[config.mk]
export PLATFORM = sky130hd
export DESIGN_NAME = config_done_chain_handshake
export DESIGN_NICKNAME = d
export VERILOG_FILES = /design/src/verilog/cfg_handshake_pkg.sv /design/src/verilog/pin_sync.sv /design/src/verilog/od_pin.sv /design/src/verilog/config_done_chain_handshake.sv
export VERILOG_INCLUDE_DIRS = /design/src /design/src/verilog
export SDC_FILE = /design/constraint.sdc
export NUM_CORES = 1
export LEC_CHECK = 0
export BUFFER_PORTS_ARGS = -buffer_cell sky130_fd_sc_hd__buf_2
export CORE_UTILIZATION = 45
export CTS_CLUSTER_SIZE = 20
export DETAILED_ROUTE_END_ITERATION = 8
export HOLD_SLACK_MARGIN = 0.06
export PLACE_DENSITY_LB_ADDON = 0.2
export SYNTH_ARGS = -nofsm -noshare
export SYNTH_HDL_FRONTEND = slang
export SYNTH_SLANG_ARGS = --single-unit
[constraint.sdc]
create_clock -name clk -period 1.6 [get_ports clk]
set_clock_uncertainty 0.15 [all_clocks]
set_input_delay 0 -clock clk [delete_from_list [all_inputs] [get_ports clk]]
set_output_delay 0 -clock clk [all_outputs]
set_load 0.02 [all_outputs]
[src/verilog/cfg_handshake_map.svh]
`ifndef CFG_HANDSHAKE_MAP_SVH
`define CFG_HANDSHAKE_MAP_SVH
// Scheme encodings on the two-bit scheme select input.
`define SCHEME_PASSIVE 2'h0
`define SCHEME_SERIAL 2'h1
`define SCHEME_PARALLEL 2'h2
// Cycles spent in the initialization phase before user mode.
`define INIT_CYCLES 8'h10
`define INIT_CNT_ZERO 8'h00
`define INIT_CNT_ONE 8'h01
`endif

[src/verilog/cfg_handshake_pkg.sv]
`default_nettype none
package cfg_handshake_pkg;
    typedef enum logic [2:0] {
        ST_RESET = 3'h0,
        ST_WAIT_ENABLE = 3'h1,
        ST_LOAD = 3'h3,
        ST_WAIT_FLAG = 3'h2,
        ST_INIT = 3'h6,
        ST_USER = 3'h7,
        ST_ERROR = 3'h5
    } phase_e;

    // Open-drain pin as seen from the logic.
    typedef struct packed {
        logic level;
        logic drive_low;
    } od_pin_s;

    typedef struct packed {
        logic pipe;
        logic level;
    } sync_s;

    typedef struct packed {
        phase_e phase;
        logic [7:0] init_cnt;
        logic flag_release;
        logic chain_out_drive;
        logic chain_out_user;
        logic select_low;
        logic error_drive;
    } ctrl_s;
endpackage
`default_nettype wire

[src/verilog/pin_sync.sv]
`default_nettype none
module pin_sync (
    input wire logic clk,
    input wire logic rst_n,
    input wire logic async_in,
    output logic sync_out
);
    cfg_handshake_pkg::sync_s s_q;
    cfg_handshake_pkg::sync_s s_d;

    // The first stage feeds only the second stage.
    always_comb begin
        s_d.pipe = async_in;
        s_d.level = s_q.pipe;
    end

    always_ff @(posedge clk or negedge rst_n) begin
        if (!rst_n) begin
            s_q <= '1;
        end else begin
            s_q <= s_d;
        end
    end

    assign sync_out = s_q.level;
endmodule
`default_nettype wire

[src/verilog/od_pin.sv]
`default_nettype none
module od_pin (
    input wire logic clk,
    input wire logic rst_n,
    input wire logic pin_in,
    input wire logic pull_low,
    output logic pin_oe,
    output logic pin_out,
    output cfg_handshake_pkg::od_pin_s pin_state
);
    logic drive_q;
    logic level_sync;

    pin_sync u_sync (
        .clk(clk),
        .rst_n(rst_n),
        .async_in(pin_in),
        .sync_out(level_sync)
    );

    // Reset comes up driving low so a flag never floats high early.
    always_ff @(posedge clk or negedge rst_n) begin
        if (!rst_n) begin
            drive_q <= 1'b1;
        end else begin
            drive_q <= pull_low;
        end
    end

    assign pin_oe = drive_q;
    assign pin_out = 1'b0;
    assign pin_state.drive_low = drive_q;
    assign pin_state.level = level_sync;
endmodule
`default_nettype wire

[src/verilog/config_done_chain_handshake.sv]
`default_nettype none
`include "cfg_handshake_map.svh"
// Operation
// - Hold completion flag low during load
// - Release flag after error-free load ends
// - Initialize only after flag reads high
// - Ignore external flag low once configured
// - Load only while chain enable low
// - Drive chain output low when complete
// - Option off frees chain output pin
// - Serial scheme asserts memory select
// - Parallel scheme uses select as enable
// - Scheme decides role of select pin
// - Reconfig low resets, rising edge restarts
// - Pull error pin low on error
module config_done_chain_handshake (
    input wire logic clk,
    input wire logic rst_n,
    input wire logic load_complete_flag_in,
    output logic load_complete_flag_out,
    output logic load_complete_flag_oe,
    input wire logic chain_enable_in_low,
    output logic chain_enable_out_low_out,
    output logic chain_enable_out_low_oe,
    input wire logic chain_out_option_on,
    input wire logic chain_out_user_oe,
    input wire logic chain_out_user_value,
    input wire logic reconfig_request_low,
    input wire logic load_error_low_in,
    output logic load_error_low_out,
    output logic load_error_low_oe,
    input wire logic [1:0] scheme_select,
    output logic shared_select_low,
    output logic active_serial_scheme,
    output logic active_parallel_scheme,
    input wire logic load_words_done,
    input wire logic load_error_detect,
    output logic loading,
    output logic user_mode,
    output logic io_tristate
);
    cfg_handshake_pkg::ctrl_s c_q;
    cfg_handshake_pkg::ctrl_s c_d;
    cfg_handshake_pkg::od_pin_s flag_pin;
    cfg_handshake_pkg::od_pin_s error_pin;
    logic chain_en_low_s;
    logic reconfig_low_s;
    logic [1:0] scheme_s0;
    logic [1:0] scheme_s;

    // The completion flag and the error pin are wired-and lines shared with
    // other devices and a pull-up. Each pin block registers its drive-low
    // enable from the next state, so a pin follows the phase on the same
    // edge, and reports the pin level through two flip-flops.
    od_pin u_flag (
        .clk(clk),
        .rst_n(rst_n),
        .pin_in(load_complete_flag_in),
        .pull_low(!c_d.flag_release),
        .pin_oe(load_complete_flag_oe),
        .pin_out(load_complete_flag_out),
        .pin_state(flag_pin)
    );

    // Apart from reset, only a fault found here drives the error line; a low
    // level seen from outside during load, flag wait or init moves this device to the error phase without echoing it.
    od_pin u_error (
        .clk(clk),
        .rst_n(rst_n),
        .pin_in(load_error_low_in),
        .pull_low(c_d.error_drive),
        .pin_oe(load_error_low_oe),
        .pin_out(load_error_low_out),
        .pin_state(error_pin)
    );

    // Every pin below is asynchronous to clk. The state machine answers a
    // pin change on the third edge, far below any board-level timing.
    pin_sync u_chain (
        .clk(clk),
        .rst_n(rst_n),
        .async_in(chain_enable_in_low),
        .sync_out(chain_en_low_s)
    );

    pin_sync u_reconf (
        .clk(clk),
        .rst_n(rst_n),
        .async_in(reconfig_request_low),
        .sync_out(reconfig_low_s)
    );

    pin_sync u_sch0 (
        .clk(clk),
        .rst_n(rst_n),
        .async_in(scheme_select[0]),
        .sync_out(scheme_s0[0])
    );

    pin_sync u_sch1 (
        .clk(clk),
        .rst_n(rst_n),
        .async_in(scheme_select[1]),
        .sync_out(scheme_s0[1])
    );

    // The scheme pins are strapped on the board, so one synchronizer per
    // bit is enough; they never change while a load runs.
    assign scheme_s = scheme_s0;

    // Phase sequence: reset, wait for the chain enable, load, wait for the
    // shared flag to rise, a fixed initialization count, then user mode.
    // An error during load, flag wait or initialization parks the machine until the
    // next reconfiguration request, which is the only way out of it.
    // Every phase starts from a copy of the registered state.
    always_comb begin
        c_d = c_q;
        case (c_q.phase)
            cfg_handshake_pkg::ST_RESET: begin
                c_d.flag_release = 1'b0;
                c_d.chain_out_drive = 1'b0;
                c_d.chain_out_user = 1'b0;
                c_d.select_low = 1'b0;
                c_d.error_drive = 1'b0;
                c_d.init_cnt = `INIT_CNT_ZERO;
                // Leave only once the request pin reads high again.
                if (reconfig_low_s) begin
                    c_d.phase = cfg_handshake_pkg::ST_WAIT_ENABLE;
                end
            end

            cfg_handshake_pkg::ST_WAIT_ENABLE: begin
                // A high chain enable keeps the device out of loading; an
                // upstream device lowers it only once its own load is done.
                if (!chain_en_low_s) begin
                    c_d.phase = cfg_handshake_pkg::ST_LOAD;
                    c_d.select_low = 1'b1;
                end
            end

            cfg_handshake_pkg::ST_LOAD: begin
                // Errors are checked before completion so that a fault on
                // the last word is never reported as a finished load.
                c_d.flag_release = 1'b0;
                if (load_error_detect || !error_pin.level) begin
                    c_d.error_drive = load_error_detect;
                    c_d.select_low = 1'b0;
                    c_d.phase = cfg_handshake_pkg::ST_ERROR;
                end else if (chain_en_low_s) begin
                    c_d.select_low = 1'b0;
                    c_d.phase = cfg_handshake_pkg::ST_WAIT_ENABLE;
                end else if (load_words_done) begin
                    c_d.flag_release = 1'b1;
                    c_d.select_low = 1'b0;
                    c_d.phase = cfg_handshake_pkg::ST_WAIT_FLAG;
                end
            end

            cfg_handshake_pkg::ST_WAIT_FLAG: begin
                // The flag is wired-and with other devices and its pull-up,
                // so the slowest device of the chain holds everyone here.
                if (load_error_detect || !error_pin.level) begin
                    c_d.error_drive = load_error_detect;
                    c_d.phase = cfg_handshake_pkg::ST_ERROR;
                end else if (flag_pin.level) begin
                    c_d.init_cnt = `INIT_CYCLES;
                    c_d.phase = cfg_handshake_pkg::ST_INIT;
                end
            end

            cfg_handshake_pkg::ST_INIT: begin
                // A fault seen by any device of the chain aborts init too.
                if (load_error_detect || !error_pin.level) begin
                    c_d.error_drive = load_error_detect;
                    c_d.phase = cfg_handshake_pkg::ST_ERROR;
                end else if (c_q.init_cnt == `INIT_CNT_ONE) begin
                    c_d.init_cnt = `INIT_CNT_ZERO;
                    c_d.chain_out_drive = chain_out_option_on;
                    c_d.chain_out_user = !chain_out_option_on;
                    c_d.phase = cfg_handshake_pkg::ST_USER;
                end else begin
                    c_d.init_cnt = c_q.init_cnt - `INIT_CNT_ONE;
                end
            end

            cfg_handshake_pkg::ST_USER: begin
                // Flag and error levels are not looked at here, so a board
                // that pulls either line low later cannot unload the device.
                c_d.flag_release = 1'b1;
                c_d.error_drive = 1'b0;
                c_d.select_low = 1'b0;
            end

            cfg_handshake_pkg::ST_ERROR: begin
                // Stays here until a reconfiguration request. A fault found
                // here keeps the error line driven so the host can see it.
                c_d.select_low = 1'b0;
            end

            default: begin
                // An unused code, for instance after an upset, restarts.
                c_d.phase = cfg_handshake_pkg::ST_RESET;
            end
        endcase
        // Reconfiguration request overrides every phase. Clear wins over
        // any transition chosen above, so a request that lands on the edge
        // of load completion still restarts from reset.
        if (!reconfig_low_s) begin
            c_d.phase = cfg_handshake_pkg::ST_RESET;
            c_d.flag_release = 1'b0;
            c_d.chain_out_drive = 1'b0;
            c_d.chain_out_user = 1'b0;
            c_d.select_low = 1'b0;
            c_d.error_drive = 1'b0;
            c_d.init_cnt = `INIT_CNT_ZERO;
        end
    end

    // Reset leaves the flag pulled low so that no neighbour sees a false
    // completion while this device is still powering up. The error line is
    // pulled low too while reset is held, since its pin block resets driving.
    always_ff @(posedge clk or negedge rst_n) begin
        if (!rst_n) begin
            c_q.phase <= cfg_handshake_pkg::ST_RESET;
            c_q.init_cnt <= `INIT_CNT_ZERO;
            c_q.flag_release <= 1'b0;
            c_q.chain_out_drive <= 1'b0;
            c_q.chain_out_user <= 1'b0;
            c_q.select_low <= 1'b0;
            c_q.error_drive <= 1'b0;
        end else begin
            c_q <= c_d;
        end
    end

    // The chain output is open-drain; user mode may take it over. Before
    // user mode it stays released, so the next device of the chain never
    // starts loading early.
    always_comb begin
        chain_enable_out_low_out = 1'b0;
        chain_enable_out_low_oe = c_q.chain_out_drive;
        if (c_q.chain_out_user) begin
            chain_enable_out_low_out = chain_out_user_value;
            chain_enable_out_low_oe = chain_out_user_oe;
        end
    end

    // One pin, two roles: a passive scheme never asserts it. The role is
    // taken from the strapped scheme, so no mode register is needed.
    always_comb begin
        active_serial_scheme = 1'b0;
        active_parallel_scheme = 1'b0;
        shared_select_low = 1'b1;
        case (scheme_s)
            `SCHEME_SERIAL: begin
                active_serial_scheme = 1'b1;
                shared_select_low = !c_q.select_low;
            end
            `SCHEME_PARALLEL: begin
                active_parallel_scheme = 1'b1;
                shared_select_low = !c_q.select_low;
            end
            default: begin
                // Passive schemes leave the memory deselected.
                shared_select_low = 1'b1;
            end
        endcase
    end

    // Status comes from the registered phase only, so these outputs carry
    // no glitches from the pin synchronizers.
    always_comb begin
        loading = 1'b0;
        user_mode = 1'b0;
        io_tristate = 1'b1;
        case (c_q.phase)
            cfg_handshake_pkg::ST_LOAD: begin
                loading = 1'b1;
            end
            cfg_handshake_pkg::ST_USER: begin
                user_mode = 1'b1;
                io_tristate = 1'b0;
            end
            cfg_handshake_pkg::ST_ERROR: begin
                // A failed load never hands the pins to the user.
                io_tristate = 1'b1;
            end
            default: begin
                // Reset, waiting and init keep the user pins tri-stated.
                io_tristate = 1'b1;
            end
        endcase
    end
endmodule
`default_nettype wire

==> run summary, run 1 <==
POWER AND IR DROP
-------------------------------------------------------------------------------------
Power density over cell area                                               748 nW/um2
Share of power burned in registers                                              52.6%
Sw frac                                                                         28.5%
Net Switching                                                                  459 uW
PnR Total Power                                                               1.61 mW
Reported leakage power                                                       0.976 nW
P_int                                                                         1.15 mW
Worst VDD drop                                                             0.000514 V
Clock share of power                                                            29.4%
Comb power frac                                                                 18.0%

WORST SETUP PATH
-------------------------------------------------------------------------------------
Delay of the slowest cell on the worst path                                   0.45 ns
Start point of the critical path                                               c_q[5]
Data required time at the worst endpoint                                      1.70 ns
Cells traversed along the worst timing path                              ha_4 > nor4b_4 > buf_4 > a211oi_4 > a41oi_2 > a31oi_1
Critical Path Source Type                                                        flop
Critical path arrival                                                         1.93 ns
Category of the worst setup path capture point                                   flop
R2r startpoint                                                                 c_q[5]
Critical Path Slowest Stage Cell                                         sky130_fd_sc_hd__dfrtp_2
Type of the worst setup path                                             flop to flop
Largest fanout on the critical path                                                 6

LAYOUT
-------------------------------------------------------------------------------------
Sequential cell area                                                          773 um2
Layout filler cell count                                                          246
Post-route non-filler standard cell count                                         243
Cell area after layout                                                       2150 um2
Area occupied by multi-input gates                                            811 um2
Post-layout net count                                                             215
Most frequent standard cell in the layout excluding fill and tap cells   sky130_fd_sc_hd__buf_4
ANT cells                                                                           0
Ratio of cells with drive above 1 in the final layout                           52.8%
Area added between synthesis and finish                                         43.2%
Leading cell types in the layout, fill and taps excluded                 sky130_fd_sc_hd__buf_4 (23), sky130_fd_sc_hd__buf_2 (21), sky130_fd_sc_hd__dfstp_2 (14)
Final core utilization                                                          69.2%

GLOBAL ROUTING
-------------------------------------------------------------------------------------
Wire length of the first global-routing pass                                  5.24 mm
Antenna violations before repair                                                    0
Remaining global-route overflow                                                     0
Global Route Usage Sum                                                          20.2%
Maximum number of pins on one net before global-route repair                       31
Via count of the first global-routing pass                                       1204

ROUTING
-------------------------------------------------------------------------------------
Detailed-route DRC error count                                                      0
Post-route antenna net violation count                                              0
DRT Pass-1 Iters                                                                    4
Violation count after the first detailed-route iteration                           44
Via count                                                                        1350
Post-detailed-route wirelength per cell                                       14.4 um
Average vias per placed instance                                                 5.56
Total Routed Length                                                           3.49 mm

MIN PATH
-------------------------------------------------------------------------------------
Hold Path Class                                                          input pin to asynchronous set/reset pin

TIMING
-------------------------------------------------------------------------------------
Tmin final                                                                    1.82 ns
Relative slew slack                                                             58.3%
Max Freq                                                                      549 MHz
Fraction of the cycle the final worst path needs                                 114%
Hold Violations, Final                                                              0
Setup repair after global routing missed its margin                               yes
Final worst setup slack                                                     -0.222 ns
Fin. max-slew vios                                                                  0
Setup violation total in the final timing report                                   13
Worst-case hold slack                                                       0.0674 ns
Worst Max-Slew Pin Slew                                                      0.626 ns

SYNTHESIS
-------------------------------------------------------------------------------------
Distinct cell type count after synthesis                                           42
Synthesized cell area                                                        1500 um2
Synthesized netlist cell count                                                    140
Register area share after synthesis                                             51.2%
Per-instance average area after synthesis                                    10.7 um2
Synthesis-stage register bit count                                                 30
Number of warnings reported in the yosys synthesis log                              0

DIE
-------------------------------------------------------------------------------------
Die outline area                                                             3570 um2
Starting density of the core                                                    48.3%
Horizontal die dimension                                                      59.7 um
Die extent in y                                                               59.7 um
Number of core rows                                                                20
Boundary pin count                                                                 25
Core region area                                                             3100 um2

CTS
-------------------------------------------------------------------------------------
Count of H-tree levels built during CTS                                             2
Number of sinks on the clock net                                                   30
Cts bufs inserted                                                                   5
Clock tree root driver cell                                              sky130_fd_sc_hd__clkbuf_4
CTS tree                                                                        built
Clock insertion delay at the later pin of the skew report                     0.33 ns
Clock-pin transition on the worst setup and hold timing paths                 0.09 ns
Maximum buffer depth of the clock tree                                              2

OUTCOME
-------------------------------------------------------------------------------------
Violations in the final reports                                          negative setup slack
Run status                                                               complete, but fails checks

JOB
-------------------------------------------------------------------------------------
Max-capacitance violation count                                                     0

PLACEMENT
-------------------------------------------------------------------------------------
Routability congestion estimate                                                 0.848
Post-Place Cells                                                                  218
Total cell area at the placement stage                                       1770 um2
IO Port Bufs                                                                       22
HPWL after detailed placement                                                 2.28 mm

-- power by group through the flow --
stage | Combinational (mW) | Clock, mW | Sequential [mW]
2_1_floorplan | 0.145 | 0 | 0.846
3_3_place_gp | 0.222 | 0 | 0.851
3_5_place_dp | 0.229 | 0 | 0.853
4_1_cts | 0.257 | 0.490 | 0.842
5_1_grt | 0.316 | 0.522 | 0.850
6_report | 0.289 | 0.472 | 0.846
-- layout make-up --
class	count	share of cell area (%)
Clock inverter	2	0.582
Sequential cell	30	36.0
Timing Repair Buffer	57	19.2
Inverter	9	1.57
Clock buffer	6	2.39
Tap cell	44	2.56
Multi-Input combinational cell	95	37.7
-- cell families (layout without fill, tap and decap cells) --
family / Yosys count / count (layout) / synth area share, %
and+or+nand+nor: 44 / 44 / 18.8
muxes: 2 / 2 / 1.50
other: 1 / 2 / 0.250
AOI/OAI and AO/OA: 43 / 43 / 19.8
buffers and inverters: 16 / 74 / 5.09
adders and majority gates: 4 / 4 / 3.34
DFF: 30 / 30 / 51.2
-- worst paths after layout --
check,depth (start not counted),slack [ns],endpoint
max,6,-0.22,c_q[12]
max in group asynchronous,2,0.79,c_q[5]
min in group clk,2,0.16,u_chain.s_d[0]
min,2,0.07,c_q[4]
min reg2reg,0,0.21,u_error.u_sync.sync_out
max reg2reg,6,-0.22,c_q[12]
-- flip-flops by register name, summed over array words and instances, names as in the netlist --
register and count:
u_reconf.s_d 1, u_error.u_sync.sync_out 1, u_error.pin_oe 1, u_chain.s_d 1, u_flag.u_sync.sync_out 1, u_sch0.sync_out 1
u_reconf.sync_out 1, u_flag.u_sync.s_d 1, c_q 16, u_flag.pin_oe 1, u_error.u_sync.s_d 1, u_sch1.sync_out 1
u_sch1.s_d 1, u_chain.sync_out 1, u_sch0.s_d 1
-- worst max-delay path, delay by kind of cell (launching register included) --
family,cells,cell delay [ns]
AO/OA/AOI/OAI,3,0.71
flip-flops,1,0.45
adder cells (fa/ha/maj),1,0.16
buffers and inverters,1,0.16
AND/OR/NAND/NOR,1,0.12
-- timing repair --
action                                  in CTS  in global routing
gates resized for setup                      9                 24
endpoints found under the setup margin      14                 18
buffers inserted                             1                  8
hold buffers                                10                  0
pin swaps                                    3                  8
endpoints found under the hold margin       45                  0
-- per-stage QoR --
stage          setup WS (ns)  TNS [ns]
6_report              -0.222     -1.95
5_1_grt               -0.308     -3.03
4_1_cts               -0.171     -1.51
3_5_place_dp          -0.151     -1.31
3_3_place_gp         -0.0979    -0.630
2_1_floorplan        -0.0299    -0.104
-- per-layer routing --
metal / vias to the layer above / wire length, um / track usage, %
met5: - / 0 / 0
met4: 0 / 41 / 6.98
met3: 5 / 177 / 5.84
met2: 46 / 1750 / 34.6
met1: 671 / 1520 / 24.0
li1: 628 / - / -
-- synth_stat cells --
| library cell | instances | area (um2) |
|---|---|---|
| sky130_fd_sc_hd__o31a_1 | 1 | 8.76 |
| sky130_fd_sc_hd__nand3b_1 | 1 | 7.51 |
| sky130_fd_sc_hd__nand4b_4 | 1 | 23.8 |
| sky130_fd_sc_hd__nor2b_1 | 1 | 6.26 |
| sky130_fd_sc_hd__nor4b_4 | 1 | 23.8 |
| sky130_fd_sc_hd__and4_1 | 1 | 8.76 |
| sky130_fd_sc_hd__or4b_1 | 1 | 10.0 |
| sky130_fd_sc_hd__a211oi_2 | 1 | 12.5 |
| sky130_fd_sc_hd__conb_1 | 1 | 3.75 |
| sky130_fd_sc_hd__o31ai_1 | 5 | 37.5 |
| sky130_fd_sc_hd__nor3_2 | 1 | 10.0 |
| sky130_fd_sc_hd__o21a_1 | 1 | 7.51 |
| sky130_fd_sc_hd__nand2_1 | 10 | 37.5 |
| sky130_fd_sc_hd__a31oi_1 | 6 | 37.5 |
| sky130_fd_sc_hd__buf_4 | 4 | 30.0 |
| sky130_fd_sc_hd__inv_1 | 9 | 33.8 |
| sky130_fd_sc_hd__o2111ai_1 | 1 | 8.76 |
| sky130_fd_sc_hd__a211oi_1 | 2 | 15.0 |
| sky130_fd_sc_hd__or2_2 | 3 | 18.8 |
| sky130_fd_sc_hd__nand2b_1 | 4 | 25.0 |
| sky130_fd_sc_hd__o211ai_1 | 1 | 7.51 |
| sky130_fd_sc_hd__o21ai_0 | 9 | 45.0 |
| sky130_fd_sc_hd__nor4b_1 | 1 | 8.76 |
| sky130_fd_sc_hd__nand3_1 | 4 | 20.0 |
| sky130_fd_sc_hd__a211o_1 | 1 | 8.76 |
| sky130_fd_sc_hd__buf_2 | 1 | 5.00 |
| sky130_fd_sc_hd__nor2_1 | 8 | 30.0 |
| sky130_fd_sc_hd__a41oi_1 | 2 | 17.5 |
| sky130_fd_sc_hd__o2111a_1 | 1 | 11.3 |
| sky130_fd_sc_hd__mux2_2 | 2 | 22.5 |
| sky130_fd_sc_hd__and2_1 | 2 | 12.5 |
| sky130_fd_sc_hd__and4bb_2 | 1 | 12.5 |
| sky130_fd_sc_hd__dfstp_2 | 14 | 368 |
| sky130_fd_sc_hd__a21o_1 | 2 | 15.0 |
| sky130_fd_sc_hd__o2bb2ai_1 | 1 | 8.76 |
| sky130_fd_sc_hd__a21oi_1 | 8 | 40.0 |
| sky130_fd_sc_hd__nor3_1 | 3 | 15.0 |
| sky130_fd_sc_hd__a221oi_2 | 1 | 15.0 |
| sky130_fd_sc_hd__nor4_2 | 1 | 12.5 |
| sky130_fd_sc_hd__dfrtp_1 | 16 | 400 |
| sky130_fd_sc_hd__clkbuf_1 | 2 | 7.51 |
| sky130_fd_sc_hd__ha_1 | 4 | 50.1 |
(Power assumes the default switching activity.)
==> inputs of run 2 (changes only) <==
--- a/config.mk
+++ b/config.mk
@@ -7,11 +7,14 @@
 export NUM_CORES = 1
 export LEC_CHECK = 0
 export BUFFER_PORTS_ARGS = -buffer_cell sky130_fd_sc_hd__buf_2
+export CORE_MARGIN = 4
 export CORE_UTILIZATION = 45
 export CTS_CLUSTER_SIZE = 20
 export DETAILED_ROUTE_END_ITERATION = 8
+export GPL_TIMING_DRIVEN = 0
 export HOLD_SLACK_MARGIN = 0.06
 export PLACE_DENSITY_LB_ADDON = 0.2
 export SYNTH_ARGS = -nofsm -noshare
 export SYNTH_HDL_FRONTEND = slang
 export SYNTH_SLANG_ARGS = --single-unit
+export TNS_END_PERCENT = 1
==> run 2 against run 1 <==
Cell count decreased by 5.3%. The run still ends with negative setup slack left. Final area decreased by 10%. Count of clock-buffer cells in the layout increased by 1. Clock power decreased by 3%. Largest cell class is now flip-flops and latches. Combinational power decreased by 14%. Highest routed layer unchanged.
==> run summary, run 2 (synthesis gave the netlist of run 1 again) <==
WORST SETUP PATH
-------------------------------------------------------------------------------------
Type of the worst setup path                                             flop to flop
Delay of the slowest cell on the worst path                                   0.41 ns   -0.04 ns
R2r worst-path depth                                                                6   unchanged
Critical Path Source Type                                                        flop
Cells traversed along the worst timing path                              ha_2 > nor4b_4 > buf_4 > a211oi_4 > a31oi_1 > a31oi_1
Most used cell along the critical path                                   sky130_fd_sc_hd__a31oi_1
Critical path arrival                                                         1.89 ns   -0.04 ns
Data required time at the worst endpoint                                      1.69 ns   about the same
Category of the worst setup path capture point                                   flop
Critical Path Slowest Stage Cell                                         sky130_fd_sc_hd__dfrtp_1
Largest fanout on the critical path                                                 6   unchanged

TIMING
-------------------------------------------------------------------------------------
Setup TNS after final layout                                                 -1.86 ns   +0.0952 ns
Fraction of the cycle the final worst path needs                                 113%   -1.4 points
Setup violation total in the final timing report                                   13   unchanged
Final worst setup slack                                                     -0.200 ns   +0.0222 ns
Relative slew slack                                                             57.9%   -0.38 points
Tmin final                                                                    1.80 ns   -0.0222 ns
Max Freq                                                                      556 MHz   +1.2%
Hold Violations, Final                                                              0   unchanged
Setup repair after global routing missed its margin                               yes
Worst Max-Slew Pin Slew                                                      0.632 ns   +0.00575 ns
Fin. max-slew vios                                                                  0   unchanged

CTS
-------------------------------------------------------------------------------------
CTS tree                                                                        built
Clock insertion delay at the later pin of the skew report                     0.32 ns   about the same
Clock-pin transition on the worst setup and hold timing paths                 0.09 ns   about the same
Cts bufs inserted                                                                   5   unchanged
Count of H-tree levels built during CTS                                             2   unchanged
Clock tree root driver cell                                              sky130_fd_sc_hd__clkbuf_4
Number of sinks on the clock net                                                   30   unchanged
Maximum buffer depth of the clock tree                                              2   unchanged

GLOBAL ROUTING
-------------------------------------------------------------------------------------
Antenna violations before repair                                                    0   unchanged
Maximum number of pins on one net before global-route repair                       31   unchanged
Via count of the first global-routing pass                                       1242   +3.2%
Wire length of the first global-routing pass                                  5.43 mm   +3.5%
Remaining global-route overflow                                                     0   unchanged
Global Route Usage Sum                                                          16.4%   -3.8 points

ROUTING
-------------------------------------------------------------------------------------
DRT Pass-1 Iters                                                                    4   unchanged
Violation count after the first detailed-route iteration                           64   +45%
Via count                                                                        1241   -8.1%
Post-detailed-route wirelength per cell                                       13.7 um   -4.3%
Average vias per placed instance                                                 5.40   -2.9%
Post-route antenna net violation count                                              0   unchanged
Detailed-route DRC error count                                                      0   unchanged
Total Routed Length                                                           3.16 mm   -9.4%

DIE
-------------------------------------------------------------------------------------
Starting density of the core                                                    48.0%   -0.39 points
Core region area                                                             3130 um2   +0.81%
Boundary pin count                                                                 25   unchanged
Horizontal die dimension                                                      65.7 um   +10%
Die extent in y                                                               65.7 um   +10%
Die outline area                                                             4320 um2   +21%
Number of core rows                                                                20   unchanged

OUTCOME
-------------------------------------------------------------------------------------
Run status                                                               complete, but fails checks
Violations in the final reports                                          negative setup slack

PLACEMENT
-------------------------------------------------------------------------------------
Routability congestion estimate                                                 0.824   -2.9%
IO Port Bufs                                                                       22   unchanged
Total cell area at the placement stage                                       1670 um2   -5.7%
HPWL after detailed placement                                                 2.13 mm   -6.6%
Post-Place Cells                                                                  207   -5.0%

JOB
-------------------------------------------------------------------------------------
Max-capacitance violation count                                                     0   unchanged

LAYOUT
-------------------------------------------------------------------------------------
Post-route non-filler standard cell count                                         230   -5.3%
Post-layout net count                                                             202   -6.0%
Area added between synthesis and finish                                         28.5%
Ratio of cells with drive above 1 in the final layout                           41.9%   -11 points
Top reg by flops                                                                  c_q
Layout filler cell count                                                          277   +13%
Leading cell types in the layout, fill and taps excluded                 sky130_fd_sc_hd__buf_2 (24), sky130_fd_sc_hd__dfrtp_1 (14), sky130_fd_sc_hd__dfstp_2 (14)
Flip-flop count of the largest register after layout                               16   unchanged
Cell area after layout                                                       1930 um2   -10%
ANT cells                                                                           0   unchanged
Most frequent standard cell in the layout excluding fill and tap cells   sky130_fd_sc_hd__buf_2

MIN PATH
-------------------------------------------------------------------------------------
Hold Path Class                                                          input pin to asynchronous set/reset pin

POWER AND IR DROP
-------------------------------------------------------------------------------------
Reported leakage power                                                       0.898 nW   -8.0%
Worst VDD drop                                                             0.000625 V   +22%
Power density over cell area                                               802 nW/um2   +7.2%
PnR Total Power                                                               1.55 mW   -3.8%

-- run 2: cell count changes in the layout (fill, tap and decap cells not counted), moves of 2 or more --
cell | before | now
sky130_fd_sc_hd__a21oi_1 | 6 | 8
sky130_fd_sc_hd__buf_2 | 21 | 24
sky130_fd_sc_hd__buf_4 | 23 | 10
sky130_fd_sc_hd__buf_6 | 3 | 0
sky130_fd_sc_hd__dfrtp_1 | 12 | 14
sky130_fd_sc_hd__dfrtp_2 | 4 | 2
sky130_fd_sc_hd__ha_1 | 1 | 3
sky130_fd_sc_hd__ha_4 | 3 | 0
sky130_fd_sc_hd__inv_1 | 6 | 8
sky130_fd_sc_hd__inv_2 | 3 | 1
sky130_fd_sc_hd__o21ai_0 | 6 | 8
sky130_fd_sc_hd__o21ai_1 | 3 | 1
-- run 2: critical path, delay by kind of cell (launching register included) --
family | cells | cell delay (ns)
simple gates | 1 | 0.12
flops | 1 | 0.41
fa+ha+maj | 1 | 0.19
compound gates | 3 | 0.68
buf+inv | 1 | 0.17
-- run 2: area by class of cell --
| class | instances | area (um2) | share of cell area, % |
|---|---|---|---|
| Buffer | 7 | 47.5 | 2.47 |
| Tap cell | 44 | 55.1 | 2.86 |
| Clock inverter | 1 | 5.00 | 0.260 |
| Inverter | 9 | 33.8 | 1.75 |
| Timing Repair Buffer | 37 | 248 | 12.8 |
| Clock buffer | 7 | 55.1 | 2.86 |
| Sequential cell | 30 | 771 | 40.0 |
| Multi-Input combinational cell | 95 | 713 | 37.0 |
-- run 2: worst paths after layout --
kind	start	end	slack, ns
worst max-delay path	c_q[5]	c_q[10]	-0.20
max in group asynchronous	rst_n	c_q[15]	0.76
worst min-delay path	rst_n	c_q[10]	0.08
worst max register to register	c_q[5]	c_q[10]	-0.20
min in group clk	scheme_select[0]	u_sch0.s_d[0]	0.17
worst min register to register	u_sch0.s_d[0]	u_sch0.sync_out	0.21
-- run 2: report_power, final --
part           switching (mW)  internal (mW)
sequential             0.0329          0.807
combinational           0.143          0.106
clock                   0.245          0.213
total                   0.421           1.13
-- run 2: metal layers --
metal | GRT usage, % | part of all wire (%) | vias up
li1 | - | - | 596
met1 | 18.7 | 41 | 618
met2 | 29.0 | 53 | 19
met3 | 4.62 | 3.6 | 8
met4 | 5.96 | 1.6 | 0
met5 | 0 | 0 | -
-- run 2: repair_timing --
| item | CTS | global route |
|---|---|---|
| pin swaps | 3 | 4 |
| resized for setup | 7 | 13 |
| endpoints found under the setup margin | 18 | 21 |
| hold endpoints to repair | 44 | 0 |
| setup buffers | 4 | 4 |
| hold buffers | 10 | 0 |
| gates cloned | 0 | 0 |
-- run 2: stage by stage --
step / util [%] / hold WS [ns] / worst slack, ns
final: 61.6 / 0.0826 / -0.200
after global routing: 61.6 / 0.136 / -0.298
after CTS: 60.2 / 0.101 / -0.205
after detailed placement: 53.4 / -0.0850 / -0.235
after global placement: 53.4 / -0.0959 / -0.220
after floorplan: - / -0.446 / -0.0583
